**src/csf_pkg.sv**
```systemverilog
package csf_pkg;

  // ----------------------------------------------------------------
  // apb register map (byte addresses)
  // ----------------------------------------------------------------
  localparam int         APB_AW      = 8;
  localparam logic [7:0] ADDR_CMD    = 8'h00;
  localparam logic [7:0] ADDR_OPND   = 8'h04;
  localparam logic [7:0] ADDR_RESULT = 8'h08;
  localparam logic [7:0] ADDR_FLAGS  = 8'h0C;
  localparam logic [7:0] ADDR_SP     = 8'h10;
  localparam logic [7:0] ADDR_PC     = 8'h14;
  localparam logic [7:0] ADDR_VEC    = 8'h18;
  localparam logic [7:0] ADDR_COND   = 8'h1C;

  // ----------------------------------------------------------------
  // field positions
  // ----------------------------------------------------------------
  localparam int CMD_OP2_LSB    = 8;
  localparam int OPND_SRC_LSB   = 8;
  localparam int RES_WB_BIT     = 8;
  localparam int RES_CAUSE_LSB  = 9;
  localparam int RES_BUSY_BIT   = 16;
  localparam int RES_IRQ_BIT    = 17;
  localparam int COND_CC_LSB    = 4;

  // ----------------------------------------------------------------
  // reset values and sizes
  // ----------------------------------------------------------------
  localparam logic [15:0] SP_RST  = 16'h0000;
  localparam logic [15:0] PC_RST  = 16'h0000;
  localparam logic [15:0] VEC_RST = 16'h0000;
  localparam int          STK_AW  = 4;

  // ----------------------------------------------------------------
  // opcodes
  // ----------------------------------------------------------------
  localparam logic [7:0] OP_SUB     = 8'h22;
  localparam logic [7:0] OP_SUBTRACT_EXTENDED    = 8'h28;
  localparam logic [7:0] OP_SBC     = 8'h32;
  localparam logic [7:0] OP_SBCX    = 8'h38;
  localparam logic [7:0] OP_OR      = 8'h42;
  localparam logic [7:0] OP_TCM     = 8'h62;
  localparam logic [7:0] OP_INVERTED_MASK_TEST_EXTENDED    = 8'h68;
  localparam logic [7:0] OP_TM      = 8'h72;
  localparam logic [7:0] OP_TMX     = 8'h78;
  localparam logic [7:0] OP_XOR     = 8'hB2;
  localparam logic [7:0] OP_RCF     = 8'hCF;
  localparam logic [7:0] OP_SCF     = 8'hDF;
  localparam logic [7:0] OP_SWAP    = 8'hF0;
  localparam logic [7:0] OP_TRAP    = 8'hF2;
  localparam logic [7:0] OP_INTERRUPT_RETURN_OP    = 8'hFE;
  localparam logic [7:0] OP_PREFIX  = 8'h1F;
  localparam logic [7:0] OP2_SRL_R  = 8'hC0;
  localparam logic [7:0] OP2_SRL_IR = 8'hC1;

  // ----------------------------------------------------------------
  // trap causes
  // ----------------------------------------------------------------
  localparam logic [1:0] CAUSE_NONE = 2'h0;
  localparam logic [1:0] CAUSE_SW   = 2'h1;
  localparam logic [1:0] CAUSE_IRQ  = 2'h2;
  localparam logic [1:0] CAUSE_ILL  = 2'h3;

  // ----------------------------------------------------------------
  // types
  // ----------------------------------------------------------------
  typedef struct packed {
    logic c;
    logic z;
    logic s;
    logic v;
    logic d;
    logic h;
  } csf_cond_t;

  typedef struct packed {
    csf_cond_t  cond;
    logic [1:0] uf;
  } csf_flags_t;

  typedef enum logic [3:0] {
    ST_IDLE     = 4'b0000,
    ST_T_SPDEC2 = 4'b0001,
    ST_T_PCH    = 4'b0010,
    ST_T_PCL    = 4'b0011,
    ST_T_FLG    = 4'b0100,
    ST_T_VEC    = 4'b0101,
    ST_R_FLG    = 4'b0110,
    ST_R_PC     = 4'b0111
  } csf_state_t;

  typedef struct packed {
    logic              psel;
    logic              penable;
    logic              pwrite;
    logic [APB_AW-1:0] paddr;
    logic [31:0]       pwdata;
  } csf_apb_req_t;

  typedef struct packed {
    logic        pready;
    logic [31:0] prdata;
    logic        pslverr;
  } csf_apb_rsp_t;

endpackage

```
**src/csf_stack.sv**
```systemverilog
`timescale 1ns/1ps
module csf_stack import csf_pkg::*; #(
  parameter int AW = STK_AW
) (
  input  wire logic          clk_in,
  input  wire logic          we_in,
  input  wire logic [AW-1:0] waddr_in,
  input  wire logic [7:0]    wdata_in,
  input  wire logic [AW-1:0] raddr_a_in,
  input  wire logic [AW-1:0] raddr_b_in,
  output logic      [7:0]    rdata_a_out,
  output logic      [7:0]    rdata_b_out
);

  // ----------------------------------------------------------------
  // byte storage, contents undefined until written
  // ----------------------------------------------------------------
  logic [7:0] mem_q [2**AW];

  always_ff @(posedge clk_in) begin
    if (we_in) begin
      mem_q[waddr_in] <= wdata_in;
    end
  end

  assign rdata_a_out = mem_q[raddr_a_in];
  assign rdata_b_out = mem_q[raddr_b_in];

endmodule

```
**src/csf_alu.sv**
```systemverilog
`timescale 1ns/1ps
module csf_alu import csf_pkg::*; (
  input  wire logic      [7:0] op_in,
  input  wire logic      [7:0] op2_in,
  input  wire logic      [7:0] dst_in,
  input  wire logic      [7:0] src_in,
  input  wire csf_cond_t       cond_in,
  output logic           [7:0] res_out,
  output logic                 wb_out,
  output csf_cond_t            cond_out,
  output logic                 legal_out
);

  logic [8:0] diff;
  logic [4:0] hdiff;
  logic       cin;
  logic [7:0] a;

  always_comb begin
    res_out   = dst_in;
    wb_out    = 1'b0;
    cond_out  = cond_in;              // unmarked flags stay
    legal_out = 1'b1;
    cin       = ((op_in == OP_SBC) || (op_in == OP_SBCX)) ? cond_in.c : 1'b0;
    diff      = {1'b0, dst_in} - {1'b0, src_in} - {8'h00, cin};
    hdiff     = {1'b0, dst_in[3:0]} - {1'b0, src_in[3:0]} - {4'h0, cin};
    a         = 8'h00;
    case (op_in)
      OP_SUB, OP_SUBTRACT_EXTENDED, OP_SBC, OP_SBCX: begin
        res_out    = diff[7:0];
        wb_out     = 1'b1;
        cond_out.c = diff[8];
        cond_out.z = (diff[7:0] == 8'h00);
        cond_out.s = diff[7];
        cond_out.v = (dst_in[7] ^ src_in[7]) & (dst_in[7] ^ diff[7]);
        cond_out.d = 1'b1;
        cond_out.h = hdiff[4];
      end
      OP_TM, OP_TMX, OP_TCM, OP_INVERTED_MASK_TEST_EXTENDED: begin
        a = ((op_in == OP_TCM) || (op_in == OP_INVERTED_MASK_TEST_EXTENDED)) ? (~dst_in & src_in) : (dst_in & src_in);
        cond_out.z = (a == 8'h00);
        cond_out.s = a[7];
        cond_out.v = 1'b0;
      end
      OP_OR, OP_XOR: begin
        res_out    = (op_in == OP_OR) ? (dst_in | src_in) : (dst_in ^ src_in);
        wb_out     = 1'b1;
        cond_out.z = (res_out == 8'h00);
        cond_out.s = res_out[7];
        cond_out.v = 1'b0;
      end
      OP_SWAP: begin
        res_out    = {dst_in[3:0], dst_in[7:4]};
        wb_out     = 1'b1;
        cond_out.z = (res_out == 8'h00);
        cond_out.s = res_out[7];
      end
      OP_RCF: begin
        cond_out.c = 1'b0;
      end
      OP_SCF: begin
        cond_out.c = 1'b1;
      end
      OP_PREFIX: begin
        if ((op2_in == OP2_SRL_R) || (op2_in == OP2_SRL_IR)) begin
          res_out    = {1'b0, dst_in[7:1]};
          wb_out     = 1'b1;
          cond_out.c = dst_in[0];
          cond_out.z = (dst_in[7:1] == 7'h00);
          cond_out.s = 1'b0;
          cond_out.v = dst_in[0];
        end else begin
          legal_out = 1'b0;
        end
      end
      default: begin
        legal_out = 1'b0;
      end
    endcase
  end

endmodule

```
**src/csf_core.sv**
```systemverilog
// Our own choices: the APB slave port and the address map.
`timescale 1ns/1ps
// How it works
// - status register keeps the condition results of the latest data operation
// - six condition bits: carry, zero, sign, overflow, half-carry, decimal-adjust
// - jump conditions test only carry, overflow, zero and sign
// - half-carry and decimal-adjust never select a jump condition
// - user flags change only by explicit flag write or interrupt return reload, never by arithmetic
// - user flags are not jump conditions
// - user flags have no reset; reset leaves them as they were
// - interrupt, software trap and illegal opcode push the whole status register
// - interrupt return reloads the status register from the stack
// - trap: sp-2, push pc, sp-1, push flags, pc from vector, flags kept
// - logical shift right: zero into bit 7, bit 0 to carry, sign cleared
// - result flags computed, unmarked flags kept, constant flags forced
module csf_core import csf_pkg::*; (
  input  wire logic         clk_in,
  input  wire logic         arst_n_in,
  input  wire csf_apb_req_t apb_req_in,
  output csf_apb_rsp_t      apb_rsp_out,
  input  wire logic         irq_req_in,
  output csf_flags_t        flags_out,
  output logic              cond_taken_out,
  output logic              busy_out
);

  // ----------------------------------------------------------------
  // state
  // ----------------------------------------------------------------
  typedef struct packed {
    csf_state_t  state;
    logic [15:0] sp;
    logic [15:0] pc;
    logic [15:0] vec;
    logic [15:0] cmd;
    logic [7:0]  dst;
    logic [7:0]  src;
    logic [7:0]  result;
    logic        wb;
    csf_cond_t   cond;
    logic [3:0]  cc;
    logic        irq_pend;
    logic [1:0]  cause;
    logic [31:0] rdata;
    logic        slverr;
  } csf_core_st_t;

  localparam csf_core_st_t ST_RST = '{
    state: ST_IDLE, sp: SP_RST, pc: PC_RST, vec: VEC_RST, cmd: 16'h0000,
    dst: 8'h00, src: 8'h00, result: 8'h00, wb: 1'b0, cond: '0, cc: 4'h0,
    irq_pend: 1'b0, cause: CAUSE_NONE, rdata: 32'h0000_0000, slverr: 1'b0
  };

  csf_core_st_t st_q;
  csf_core_st_t st_d;
  logic [1:0]   uf_q;
  logic [1:0]   uf_d;

  // ----------------------------------------------------------------
  // condition code evaluation
  // ----------------------------------------------------------------
  function automatic logic cc_eval(input logic [3:0] cc, input csf_cond_t f);
    logic t;
    t = 1'b0;
    case (cc[2:0])
      3'h0:    t = 1'b0;
      3'h1:    t = f.s ^ f.v;
      3'h2:    t = f.z | (f.s ^ f.v);
      3'h3:    t = f.c | f.z;
      3'h4:    t = f.v;
      3'h5:    t = f.s;
      3'h6:    t = f.z;
      default: t = f.c;
    endcase
    return cc[3] ^ t;              // only c, v, z, s reach here
  endfunction

  function automatic logic is_addr(input logic [APB_AW-1:0] a);
    return (a == ADDR_CMD) || (a == ADDR_OPND) || (a == ADDR_RESULT) || (a == ADDR_FLAGS) ||
           (a == ADDR_SP) || (a == ADDR_PC) || (a == ADDR_VEC) || (a == ADDR_COND);
  endfunction

  // ----------------------------------------------------------------
  // datapath and stack
  // ----------------------------------------------------------------
  logic [7:0]  alu_res;
  logic        alu_wb;
  csf_cond_t   alu_cond;
  logic        alu_legal;
  logic        stk_we;
  logic [15:0] stk_waddr;
  logic [7:0]  stk_wdata;
  logic [15:0] sp_p1;
  logic [7:0]  stk_rd_a;
  logic [7:0]  stk_rd_b;
  csf_flags_t  full_flags;
  logic        cond_taken;

  assign full_flags = '{cond: st_q.cond, uf: uf_q};
  assign sp_p1      = st_q.sp + 16'h0001;
  assign cond_taken = cc_eval(st_q.cc, st_q.cond);

  csf_alu u_alu (
    .op_in     (apb_req_in.pwdata[7:0]),
    .op2_in    (apb_req_in.pwdata[CMD_OP2_LSB +: 8]),
    .dst_in    (st_q.dst),
    .src_in    (st_q.src),
    .cond_in   (st_q.cond),
    .res_out   (alu_res),
    .wb_out    (alu_wb),
    .cond_out  (alu_cond),
    .legal_out (alu_legal)
  );

  csf_stack #(.AW(STK_AW)) u_stack (
    .clk_in      (clk_in),
    .we_in       (stk_we),
    .waddr_in    (stk_waddr[STK_AW-1:0]),
    .wdata_in    (stk_wdata),
    .raddr_a_in  (st_q.sp[STK_AW-1:0]),
    .raddr_b_in  (sp_p1[STK_AW-1:0]),
    .rdata_a_out (stk_rd_a),
    .rdata_b_out (stk_rd_b)
  );

  // stack write port follows the trap sequence
  always_comb begin
    stk_we    = 1'b0;
    stk_waddr = st_q.sp;
    stk_wdata = 8'h00;
    case (st_q.state)
      ST_T_PCH: begin
        stk_we    = 1'b1;
        stk_wdata = st_q.pc[15:8];
      end
      ST_T_PCL: begin
        stk_we    = 1'b1;
        stk_waddr = sp_p1;
        stk_wdata = st_q.pc[7:0];
      end
      ST_T_FLG: begin
        stk_we    = 1'b1;
        stk_waddr = st_q.sp - 16'h0001;
        stk_wdata = full_flags;
      end
      default: begin
        stk_we = 1'b0;
      end
    endcase
  end

  // ----------------------------------------------------------------
  // apb decode
  // ----------------------------------------------------------------
  logic setup;
  logic wr;
  logic idle;
  logic cmd_go;
  logic [7:0] cmd_op;

  assign setup  = apb_req_in.psel & ~apb_req_in.penable;
  assign wr     = apb_req_in.psel & apb_req_in.penable & apb_req_in.pwrite;
  assign idle   = (st_q.state == ST_IDLE);
  assign cmd_op = apb_req_in.pwdata[7:0];
  assign cmd_go = wr & (apb_req_in.paddr == ADDR_CMD) & idle & ~st_q.irq_pend;

  // ----------------------------------------------------------------
  // next state
  // ----------------------------------------------------------------
  always_comb begin
    st_d = st_q;
    uf_d = uf_q;
    if (irq_req_in) begin
      st_d.irq_pend = 1'b1;
    end
    if (setup) begin
      st_d.slverr = ~is_addr(apb_req_in.paddr);
      case (apb_req_in.paddr)
        ADDR_CMD:    st_d.rdata = {16'h0000, st_q.cmd};
        ADDR_OPND:   st_d.rdata = {16'h0000, st_q.src, st_q.dst};
        ADDR_RESULT: st_d.rdata = {14'h0000, st_q.irq_pend, ~idle, 5'h00, st_q.cause, st_q.wb, st_q.result};
        ADDR_FLAGS:  st_d.rdata = {24'h000000, full_flags};
        ADDR_SP:     st_d.rdata = {16'h0000, st_q.sp};
        ADDR_PC:     st_d.rdata = {16'h0000, st_q.pc};
        ADDR_VEC:    st_d.rdata = {16'h0000, st_q.vec};
        ADDR_COND:   st_d.rdata = {24'h000000, st_q.cc, 3'h0, cond_taken};
        default:     st_d.rdata = 32'h0000_0000;
      endcase
    end
    if (wr && idle) begin
      case (apb_req_in.paddr)
        ADDR_OPND: begin
          st_d.dst = apb_req_in.pwdata[7:0];
          st_d.src = apb_req_in.pwdata[OPND_SRC_LSB +: 8];
        end
        ADDR_FLAGS: begin
          st_d.cond = csf_cond_t'(apb_req_in.pwdata[7:2]);
          uf_d      = apb_req_in.pwdata[1:0];
        end
        ADDR_SP:   st_d.sp  = apb_req_in.pwdata[15:0];
        ADDR_PC:   st_d.pc  = apb_req_in.pwdata[15:0];
        ADDR_VEC:  st_d.vec = apb_req_in.pwdata[15:0];
        ADDR_COND: st_d.cc  = apb_req_in.pwdata[3:0];
        default:   st_d.cc  = st_d.cc;
      endcase
    end
    if (wr && (apb_req_in.paddr == ADDR_COND) && !idle) begin
      st_d.cc = apb_req_in.pwdata[3:0];
    end
    case (st_q.state)
      ST_IDLE: begin
        if (st_q.irq_pend) begin
          st_d.irq_pend = irq_req_in;                                // new request wins
          st_d.cause    = CAUSE_IRQ;
          st_d.state    = ST_T_SPDEC2;
        end else if (cmd_go) begin
          st_d.cmd = apb_req_in.pwdata[15:0];
          if (cmd_op == OP_TRAP) begin
            st_d.cause = CAUSE_SW;
            st_d.state = ST_T_SPDEC2;
          end else if (cmd_op == OP_INTERRUPT_RETURN_OP) begin
            st_d.state = ST_R_FLG;
          end else if (alu_legal) begin
            st_d.cond = alu_cond;
            st_d.wb   = alu_wb;
            if (alu_wb) begin
              st_d.result = alu_res;
            end
          end else begin
            st_d.cause = CAUSE_ILL;
            st_d.state = ST_T_SPDEC2;
          end
        end
      end
      ST_T_SPDEC2: begin
        st_d.sp    = st_q.sp - 16'h0002;
        st_d.state = ST_T_PCH;
      end
      ST_T_PCH: st_d.state = ST_T_PCL;
      ST_T_PCL: st_d.state = ST_T_FLG;
      ST_T_FLG: begin
        st_d.sp    = st_q.sp - 16'h0001;
        st_d.state = ST_T_VEC;
      end
      ST_T_VEC: begin
        st_d.pc    = st_q.vec;
        st_d.state = ST_IDLE;
      end
      ST_R_FLG: begin
        st_d.cond  = csf_cond_t'(stk_rd_a[7:2]);
        uf_d       = stk_rd_a[1:0];
        st_d.sp    = sp_p1;
        st_d.state = ST_R_PC;
      end
      ST_R_PC: begin
        st_d.pc    = {stk_rd_a, stk_rd_b};
        st_d.sp    = st_q.sp + 16'h0002;
        st_d.state = ST_IDLE;
      end
      default: st_d.state = ST_IDLE;
    endcase
  end

  // ----------------------------------------------------------------
  // registers
  // ----------------------------------------------------------------
  always_ff @(posedge clk_in or negedge arst_n_in) begin
    if (!arst_n_in) begin
      st_q <= ST_RST;
    end else begin
      st_q <= st_d;
    end
  end

  // user flags carry no reset
  always_ff @(posedge clk_in) begin
    uf_q <= uf_d;
  end

  assign apb_rsp_out.pready  = 1'b1;
  assign apb_rsp_out.prdata  = st_q.rdata;
  assign apb_rsp_out.pslverr = st_q.slverr;
  assign flags_out           = full_flags;
  assign cond_taken_out      = cond_taken;
  assign busy_out            = ~idle;

  // ----------------------------------------------------------------
  // assertions
  // ----------------------------------------------------------------
  logic srl_go;
  logic sub_go;
  logic tm_go;
  logic ill_go;
  logic flg_wr;

  assign srl_go = cmd_go & (cmd_op == OP_PREFIX) & alu_legal;
  assign sub_go = cmd_go & ((cmd_op == OP_SUB) | (cmd_op == OP_SUBTRACT_EXTENDED) | (cmd_op == OP_SBC) | (cmd_op == OP_SBCX));
  assign tm_go  = cmd_go & ((cmd_op == OP_TM) | (cmd_op == OP_TMX) | (cmd_op == OP_TCM) | (cmd_op == OP_INVERTED_MASK_TEST_EXTENDED));
  assign ill_go = cmd_go & (cmd_op != OP_TRAP) & (cmd_op != OP_INTERRUPT_RETURN_OP) & ~alu_legal;
  assign flg_wr = wr & idle & (apb_req_in.paddr == ADDR_FLAGS);
endmodule

```
**config.mk**
```make
export PLATFORM = sky130hd
export DESIGN_NAME = csf_core
export DESIGN_NICKNAME = d
export VERILOG_FILES = /design/src/csf_pkg.sv /design/src/csf_stack.sv /design/src/csf_alu.sv /design/src/csf_core.sv
export SDC_FILE = /design/constraint.sdc
export NUM_CORES = 1
export LEC_CHECK = 0
export BUFFER_PORTS_ARGS = -buffer_cell sky130_fd_sc_hd__buf_2
export CAP_MARGIN = 20
export CORE_ASPECT_RATIO = 1.2
export CORE_MARGIN = 2
export CORE_UTILIZATION = 56
export DETAILED_ROUTE_END_ITERATION = 16
export PLACE_DENSITY = 0.77
export SLEW_MARGIN = 30
export SYNTH_ARGS = -nofsm -noshare
export SYNTH_HDL_FRONTEND = slang
export SYNTH_SLANG_ARGS = --single-unit
```
**constraint.sdc**
```tcl
create_clock -name clk_in -period 3.7 [get_ports clk_in]
set_input_delay 0.555 -clock clk_in [delete_from_list [all_inputs] [get_ports clk_in]]
set_output_delay 0.555 -clock clk_in [all_outputs]
set_load 0.02 [all_outputs]
```
# --- Yosys cells after proc, flatten, opt, wreduce, memory -nomap -nowiden ---
# Memory sizes are Yosys's and may differ from the RTL's.
# Index checks and enable logic that the tools add are counted.
op_classes:
  bitwise_logic: 24
  n_eq_ne: 47
  reduce_logical: 52
  add_sub_neg: 8
  muxes: 53
ops:
  columns: ["op", "n"]
  rows:
  - ["18-bit case mux with 8 select lines", 1]
  - ["8-bit equality test (second input constant)", 8]
  - ["16-bit case mux with 4 select lines", 1]
  - ["16-bit 2-to-1 mux", 3]
  - ["48-bit 2-to-1 mux", 1]
  - ["8-bit by 5-bit equality test with 1-bit output (second input constant)", 5]
  - ["8-bit by 7-bit equality test with 1-bit output (second input constant)", 5]
  - ["8-bit zero test", 5]
  - ["6-bit 2-to-1 mux", 6]
  - ["8-bit by 6-bit equality test with 1-bit output (second input constant)", 4]
  - ["4-bit 2-to-1 mux", 8]
  - ["16-bit case mux with 2 select lines", 1]
  - ["8-bit case mux with 4 select lines", 1]
  - ["8-bit 2-to-1 mux", 3]
  - ["4-bit case mux with 6 select lines", 1]
  - ["8-bit case mux with 3 select lines", 1]
  - ["2-bit AND reduction", 10]
  - ["2-bit 2-to-1 mux", 9]
  - ["16-bit by 1-bit adder with 16-bit output (second input constant)", 1]
  - ["16-bit by 2-bit adder with 16-bit output (second input constant)", 1]
  - ["8-bit AND", 2]
  - ["4-bit by 3-bit equality test with 1-bit output (second input constant)", 4]
  - ["8-bit by 4-bit equality test with 1-bit output (second input constant)", 2]
  - ["16-bit by 1-bit subtractor with 16-bit output (second input constant)", 1]
  - ["other kinds (55)", 100]
totals:
  mem_count: 1
  mem_bits_rw: 128
  in_bits: 46
  reg_bits: 141
mem_list:
  columns: ["memory", "depth", "width", "rd", "rd_clocked_by_memory_dff", "wr", "line_no", "rtl"]
  rows:
  - ["u_stack.mem_q", 16, 8, 2, 0, 1, "csf_stack.sv:18", "logic [7:0] mem_q [2**AW];"]

# --- Logic depth before layout (Yosys ltp) ---
# Gate-level depths: netlist of run 1.
depth:
  depth_word: 13
  mapped_depth: 15

# --- By module ---
# Synthesis of run 1 repeated with hierarchy kept, for this count alone.
unflattened:
  hier_cells: 1369
  hier_area_um2: 15798.9
by_module_without_submodules:
  columns: ["mod", "seq_area_each_um2", "cells_per_inst", "area_each_um2", "n_inst"]
  rows:
  - ["csf_core", 3163.0, 880, 8329.2, 1]
  - ["csf_stack", 3843.7, 291, 6024.5, 1]
  - ["csf_alu", 0.0, 198, 1445.1, 1]

# --- Worst setup path before layout of run 1 ---
# Ideal clock, no wire load.
synth_path:
  kind: "in2reg"
  start: "input apb_req_in[1] (netlist bit)"
  end: "register st_q (netlist bit flags_out[7])"
  setup_ns: 0.066
  cell_stages: 14
  n_path_buf: 1
  arrival_ns: 4.068
  slack_ns: -0.435
  cell_sequence: "buf_2 xor2_1 nand3_1 nor3_1 nand3_1 fa_1 fa_1 o211ai_1 a21oi_1 a2111oi_0 xor2_1 a21oi_1 o41ai_1 a22o_1"
synth_via:
  elab_chain_cells: 11
synth_rtl:
  columns: ["element", "line_no", "rtl"]
  rows:
  - ["from (decl)", "csf_core.sv:19", "input wire csf_apb_req_t apb_req_in,"]
  - ["8-bit by 6-bit equality test with 1-bit output", "csf_alu.sv:24, csf_alu.sv:28", null]
  - ["1-bit logical OR", "csf_alu.sv:24", "cin = ((op_in == OP_SBC) || (op_in == OP_SBCX)) ? cond_in.c : 1'b0;"]
  - ["1-bit 2-to-1 mux", "csf_alu.sv:24", null]
  - ["9-bit by 1-bit subtractor with 9-bit output", "csf_alu.sv:25", "diff = {1'b0, dst_in} - {1'b0, src_in} - {8'h00, cin};"]
  - ["1-bit case mux with 4 select lines", "csf_alu.sv:28", "case (op_in)"]
  - ["6-bit 2-to-1 mux", "csf_core.sv:223", "end else if (alu_legal) begin"]
  - ["6-bit 2-to-1 mux", "csf_core.sv:221", "end else if (cmd_op == OP_INTERRUPT_RETURN_OP) begin"]
  - ["6-bit 2-to-1 mux", "csf_core.sv:218", "if (cmd_op == OP_TRAP) begin"]
  - ["6-bit 2-to-1 mux", "csf_core.sv:216", "end else if (cmd_go) begin"]
  - ["6-bit 2-to-1 mux", "csf_core.sv:212", "if (st_q.irq_pend) begin"]
  - ["6-bit case mux with 2 select lines", "csf_core.sv:210", "case (st_q.state)"]
  - ["to (signal assigned)", "csf_core.sv:271", "st_q <= st_d;"]
  - ["to (decl)", "csf_core.sv:54", "csf_core_st_t st_q;"]
# Parallel ways exist; a longest one is shown, timed or not.
# A chain may end at the register's enable or synchronous reset.

# --- Worst setup path in the final report of run 1 ---
layout_path:
  start: "register st_q[119] (netlist bit)"
  end: "memory u_stack.mem_q[8][7] (enable)"
layout_via:
  elab_chain_cells: 2
layout_rtl:
  columns: ["element", "line_no", "rtl"]
  rows:
  - ["16-bit by 1-bit subtractor with 16-bit output / 16-bit by 1-bit adder with 16-bit output (equally long branches)", null, null]
  - ["4-bit case mux with 2 select lines (*)", "csf_core.sv:131", "case (st_q.state)"]
  - ["to (decl)", "csf_stack.sv:18", null]
# Mark *: on every way between the ends. The rest lies on a longest branch, timed or not.

==> metrics.cfg, run 1 <==
[routing]
wl_per_cell_um=26.95
drc=0
dr.pass1.iters=9
vias_per_cell=6.987
ant_nets=0
routed_wl_um=46940
drt_iter0_markers=1441
num_vias=12171

[final_layout]
fin_nets=1466
final_cells=1742
area_growth_pct=11.20
final_common_cell=edfxtp_1
finish.utilization_pct=62.95
final_cell_mix=edfxtp_1 (130), dfrtp_1 (122), nor2_1 (99), nand2_1 (98), mux4_2 (77)
drive_above_1_share_pct=23.84

[grt]
grt_pass1_wl_um=71360
grt_max_degree=62
antenna_found_initial=0
track_usage_pct=32.99
grt_pass1_vias=11945
overflow=0

[timing]
fmax_ghz=0.2990
final_max_slew_viol_count=0
finClkSkew_ps=22.21
setup_violations=0
relSlewSlack_pct=33.55
rsz0062_at_grt=false
timing.hold.ws_ps=168.2
tns_ps=0
hold_viol=0
fin_crit_ps=3345
finalCritPeriodShare_pct=90.40
max_slew.worst_pin.slew_ps=993.1

[die]
die_y_um=184.7
rows=66
initial_core_util_pct=56.61
die_x_um=154.6
core-area_mm2=0.02692
die_area_mm2=0.02855
io_pins=90

[pwr]
ir_drop_uv=578.2
p_per_area_mw_per_mm2=792.6
finalPower_mw=13.43
p_leak_nw=6.707

[critical_path]
cp_slowest_cell=nor2_1
arrival_ps=3520
end_kind=register
cp-start-kind=register
path_cells=buf_4, nand3_1, xnor2_1, o22ai_1, a21oi_1, nand2b_1, nor2_1
crit_fanout=44
path_class=register to register
crit_required_ps=3870
cpPeakStageDelay_ps=790

[cts]
clk_latency_ps=560
cts_inserted_buffers=27
cts_tree=done
post-cts-setup-buffers=0
cts_num_sinks=254
cts_buffer_depth=3
path_clk_slew_ps=60
h-tree-depth=1
cts_root_buf=clkbuf_16

[logic_synthesis]
synth_area_mm2=0.01524
async_flop_share_pct=48.82
seq_area_frac_synth_pct=45.98
synth_ff_type=edfxtp_1
synth-seq-cells=254
synth_enable_flop_cells=130
synth.distinct_cells=83
netlist_instances=1329
syn_avg_cell_area_um2=11.47
yosys_warnings=0

[worst_hold_path]
hp-class=input port to register

[status]
outcome=complete, no violations

[placement]
place_hpwl_um=33220
dpl.cell_count=1690
io_buffer_count=58
place_congestion=0.9998

[run]
drv_cap=0

## routing by layer
metal	vias up	track usage (%)	share of wire, %
li1	5187	-	-
met1	5971	39.37	35
met2	791	55.34	49
met3	222	6.278	9.1
met4	0	20.78	7.6
met5	-	0	0
## final cells by class
cell class | count | area (um^2)
diodes | 1 | 2.502
clock buffers | 32 | 694.4
clock inverters | 18 | 230.2
fillers | 2086 | 9975
inverters | 40 | 150.1
multi-input cells | 923 | 7530
flip-flops and latches | 254 | 7012
well taps | 340 | 425.4
repair buffers | 134 | 902.1
## final timing paths
| path | from | to | slack (ps) | cells after the start |
|---|---|---|---|---|
| worst max-delay path | st_q[119] | u_stack.mem_q[8][7] | 360 | 7 |
| worst min-delay path | irq_req_in | st_q[35] | 170 | 2 |
| worst max register to register | st_q[119] | u_stack.mem_q[8][7] | 360 | 7 |
| worst min register to register | apb_rsp_out[18] | apb_rsp_out[18] | 470 | 2 |
| max in group asynchronous | arst_n_in | st_q[105] | 2530 | 3 |
| min in group asynchronous | arst_n_in | st_q[69] | 500 | 2 |
## logic make-up (layout without fill, tap and decap cells)
kind of cell / Yosys count / count (layout) / share of synthesized area [%]
AND/OR/NAND/NOR: 359 / 359 / 11.81
adder cells (fa/ha/maj): 40 / 40 / 3.432
AO/OA/AOI/OAI: 315 / 315 / 14.25
XOR/XNOR: 34 / 34 / 1.954
buffers and inverters: 165 / 224 / 5.255
other: 2 / 16 / 0.04928
multiplexers: 160 / 160 / 17.27
flip-flops: 254 / 254 / 45.98
## synth_stat cells, types with 12 or more instances
master / number / area, um^2
edfxtp_1: 130 / 3904
dfrtp_1: 124 / 3103
nor2_1: 102 / 382.9
nand2_1: 98 / 367.9
mux4_2: 77 / 1734
o21ai_0: 70 / 350.3
a21oi_1: 66 / 330.3
clkbuf_1: 60 / 225.2
mux2_2: 51 / 574.3
buf_4: 43 / 322.8
ha_1: 37 / 462.9
inv_1: 36 / 135.1
nand3_1: 34 / 170.2
a22oi_1: 31 / 232.7
nor3_1: 31 / 155.2
mux2i_1: 30 / 300.3
a222oi_1: 22 / 220.2
a221oi_1: 18 / 157.7
xnor2_1: 18 / 157.7
a21o_1: 17 / 127.6
buf_2: 16 / 80.08
nand2b_1: 16 / 100.1
xor2_1: 16 / 140.1
a31oi_1: 14 / 87.58
nor4_1: 12 / 75.07
## worst max-delay path, delay by kind of cell (launching register included)
kind,cells,cell delay [ps]
DFF,1,600
and+or+nand+nor,3,1240
buffers and inverters,1,640
xor gates and xnor gates,1,180
AOI/OAI and AO/OA,2,270
## where the power goes
group	internal (mW)	switching, mW	total [mW]
sequential	3.83	0.683	4.51
combinational	2.66	3.42	6.08
clock	1.70	1.15	2.84
total	8.18	5.25	13.4
## sequential cells by signal (all words and copies together), names as in the netlist
register and flops:
apb_rsp_out 19, flags_out 6, st_q 99, u_stack.mem_q 128
uf_q 2
## through the flow
step                instance area (um^2)  setup WS [ps]
floorplan                          15330          10.72
global route                       16940          117.6
global placement                   15980         -26.39
detailed placement                 16000         -46.24
CTS                                16940          306.9
finish                             16950          355.4
## what timing repair did
item / 4_1_cts / 5_1_grt
hold endpoints to repair: 45 / 0
resized for setup: 0 / 0
hold buffers: 1 / 0
Note: power is estimated with default switching activity, not from simulation.
==> run 2: changes to the inputs <==
Settings changed: CELL_PAD_IN_SITES_DETAIL_PLACEMENT from default to 0, CELL_PAD_IN_SITES_GLOBAL_PLACEMENT from default to 1, CORE_UTILIZATION 56 to 45.
==> metrics.cfg, run 2 (same netlist as run 1, synthesis figures left out) <==
[status]
outcome=complete, no violations

[die]
die_area_mm2=0.03536
die_y_um=205.6
rows=73
io_pins=90
core-area_mm2=0.03325
initial_core_util_pct=45.84
die_x_um=172.0

[grt]
track_usage_pct=27.92
grt_max_degree=78
grt_pass1_wl_um=73970
grt_pass1_vias=12089
overflow=0
antenna_found_initial=0

[timing]
finClkSkew_ps=10.94
tns_ps=0
timing.hold.ws_ps=18.86
rsz0062_at_grt=false
finalCritPeriodShare_pct=88.03
max_slew.worst_pin.slew_ps=935.2
relSlewSlack_pct=37.42
fmax_ghz=0.3070
timing.final.ws_setup_ps=442.9
fin_crit_ps=3257
final_max_slew_viol_count=0
setup_violations=0
hold_viol=0

[final_layout]
area_growth_pct=12.38
final_cells=1867
fin_nets=1480
drive_above_1_share_pct=25.07
regMostFlops=u_stack.mem_q
final_common_cell=edfxtp_1
final_cell_mix=edfxtp_1 (130), dfrtp_1 (122), nor2_1 (100), nand2_1 (98), buf_4 (88)
final_area_mm2=0.01713
largest_reg_flops=128

[critical_path]
cpPeakStageDelay_ps=420
critical-path-top-delay-family=compound AO/OA/AOI/OAI gates
cp_slowest_cell=fa_1
arrival_ps=3760
cp_num_buf_inv=1
path_cells=buf_2, xor2_2, nand3_2, nor3_4, nand3_1, fa_1, fa_2, o211ai_1, a21oi_1, a2111oi_2, xor2_1, a21oi_1, o41ai_1, a22o_1
end_kind=register
cp-start-kind=input port
ff2ff_path_depth=7
path_class=input port to register
r2r-end=st_q[103]
r2r-start=st_q[119]
cp_common_cell=a21oi_1
crit_fanout=2
crit_required_ps=4210
r2r_slack_ps=510

[routing]
num_vias=11932
ant_nets=0
drc=0
routed_wl_um=48140
wl_per_cell_um=25.78
dr.pass1.iters=9
vias_per_cell=6.391
drt_iter0_markers=1311

[cts]
h-tree-depth=1
cts_resized=0
post-cts-setup-buffers=0
clk_latency_ps=570
cts_tree=done
path_clk_slew_ps=60
cts_buffer_depth=3
cts_inserted_buffers=28
cts_num_sinks=254
cts_hold_buf=0
cts_root_buf=clkbuf_16

[pwr]
p_per_area_mw_per_mm2=775.3
ir_drop_uv=514.3
p_leak_nw=6.759

[run]
drv_cap=0

[placement]
dpl.cell_count=1814
place_area_mm2=0.01623
post-place-ws_ps=-105.1
place_congestion=0.9628
place_hpwl_um=35430
io_buffer_count=58

[worst_hold_path]
hp-class=input port to async pin

## run 2: per-stage QoR
step	utilization, %	power, mW
6_report	51.51	13.28
4_1_cts	51.50	13.30
5_1_grt	51.51	14.02
2_1_floorplan	-	8.575
3_3_place_gp	48.81	10.44
3_5_place_dp	48.81	10.58
## run 2: worst max-delay path by stage
stage                  startpoint           end  cells past startpoint
finish              apb_req_in[1]  flags_out[7]                     14
global route        apb_req_in[1]  flags_out[7]                     14
CTS                 apb_req_in[1]  flags_out[7]                     14
detailed placement  apb_req_in[1]  flags_out[7]                     14
global placement    apb_req_in[1]  flags_out[6]                     13
floorplan               st_q[120]     st_q[107]                     12
## run 2: worst reg2reg max path: stages (launching register included)
cell	delay, ps
dfrtp_4	520
clkinv_1	320
ha_2	540
buf_12	250
mux4_2	620
mux4_2	480
a222oi_1	230
a21oi_1	110
## run 2: area by class of cell
class	instances	area [um^2]
Fill cell	2971	16120
Multi-Input combinational cell	923	7527
Sequential cell	254	7012
Timing Repair Buffer	147	977.2
Clock buffer	34	750.7
Tap cell	450	563.0
Inverter	40	150.1
Clock inverter	18	143.9
Antenna cell	1	2.502
## run 2: per-layer routing
layer	vias to the layer above	global-route usage, %	share of wire, %
met1	6017	34.38	37
met3	161	3.501	6.4
li1	5200	-	-
met2	554	47.45	50
met5	-	0	0
met4	0	15.73	6.4
## run 2: report_power, final
part           internal, mW  leakage (nW)  switching [mW]
Sequential             3.82          2.84           0.631
Clock                  1.52         0.441            1.20
Combinational          2.68          3.48            3.43
Total                  8.02          6.76            5.26
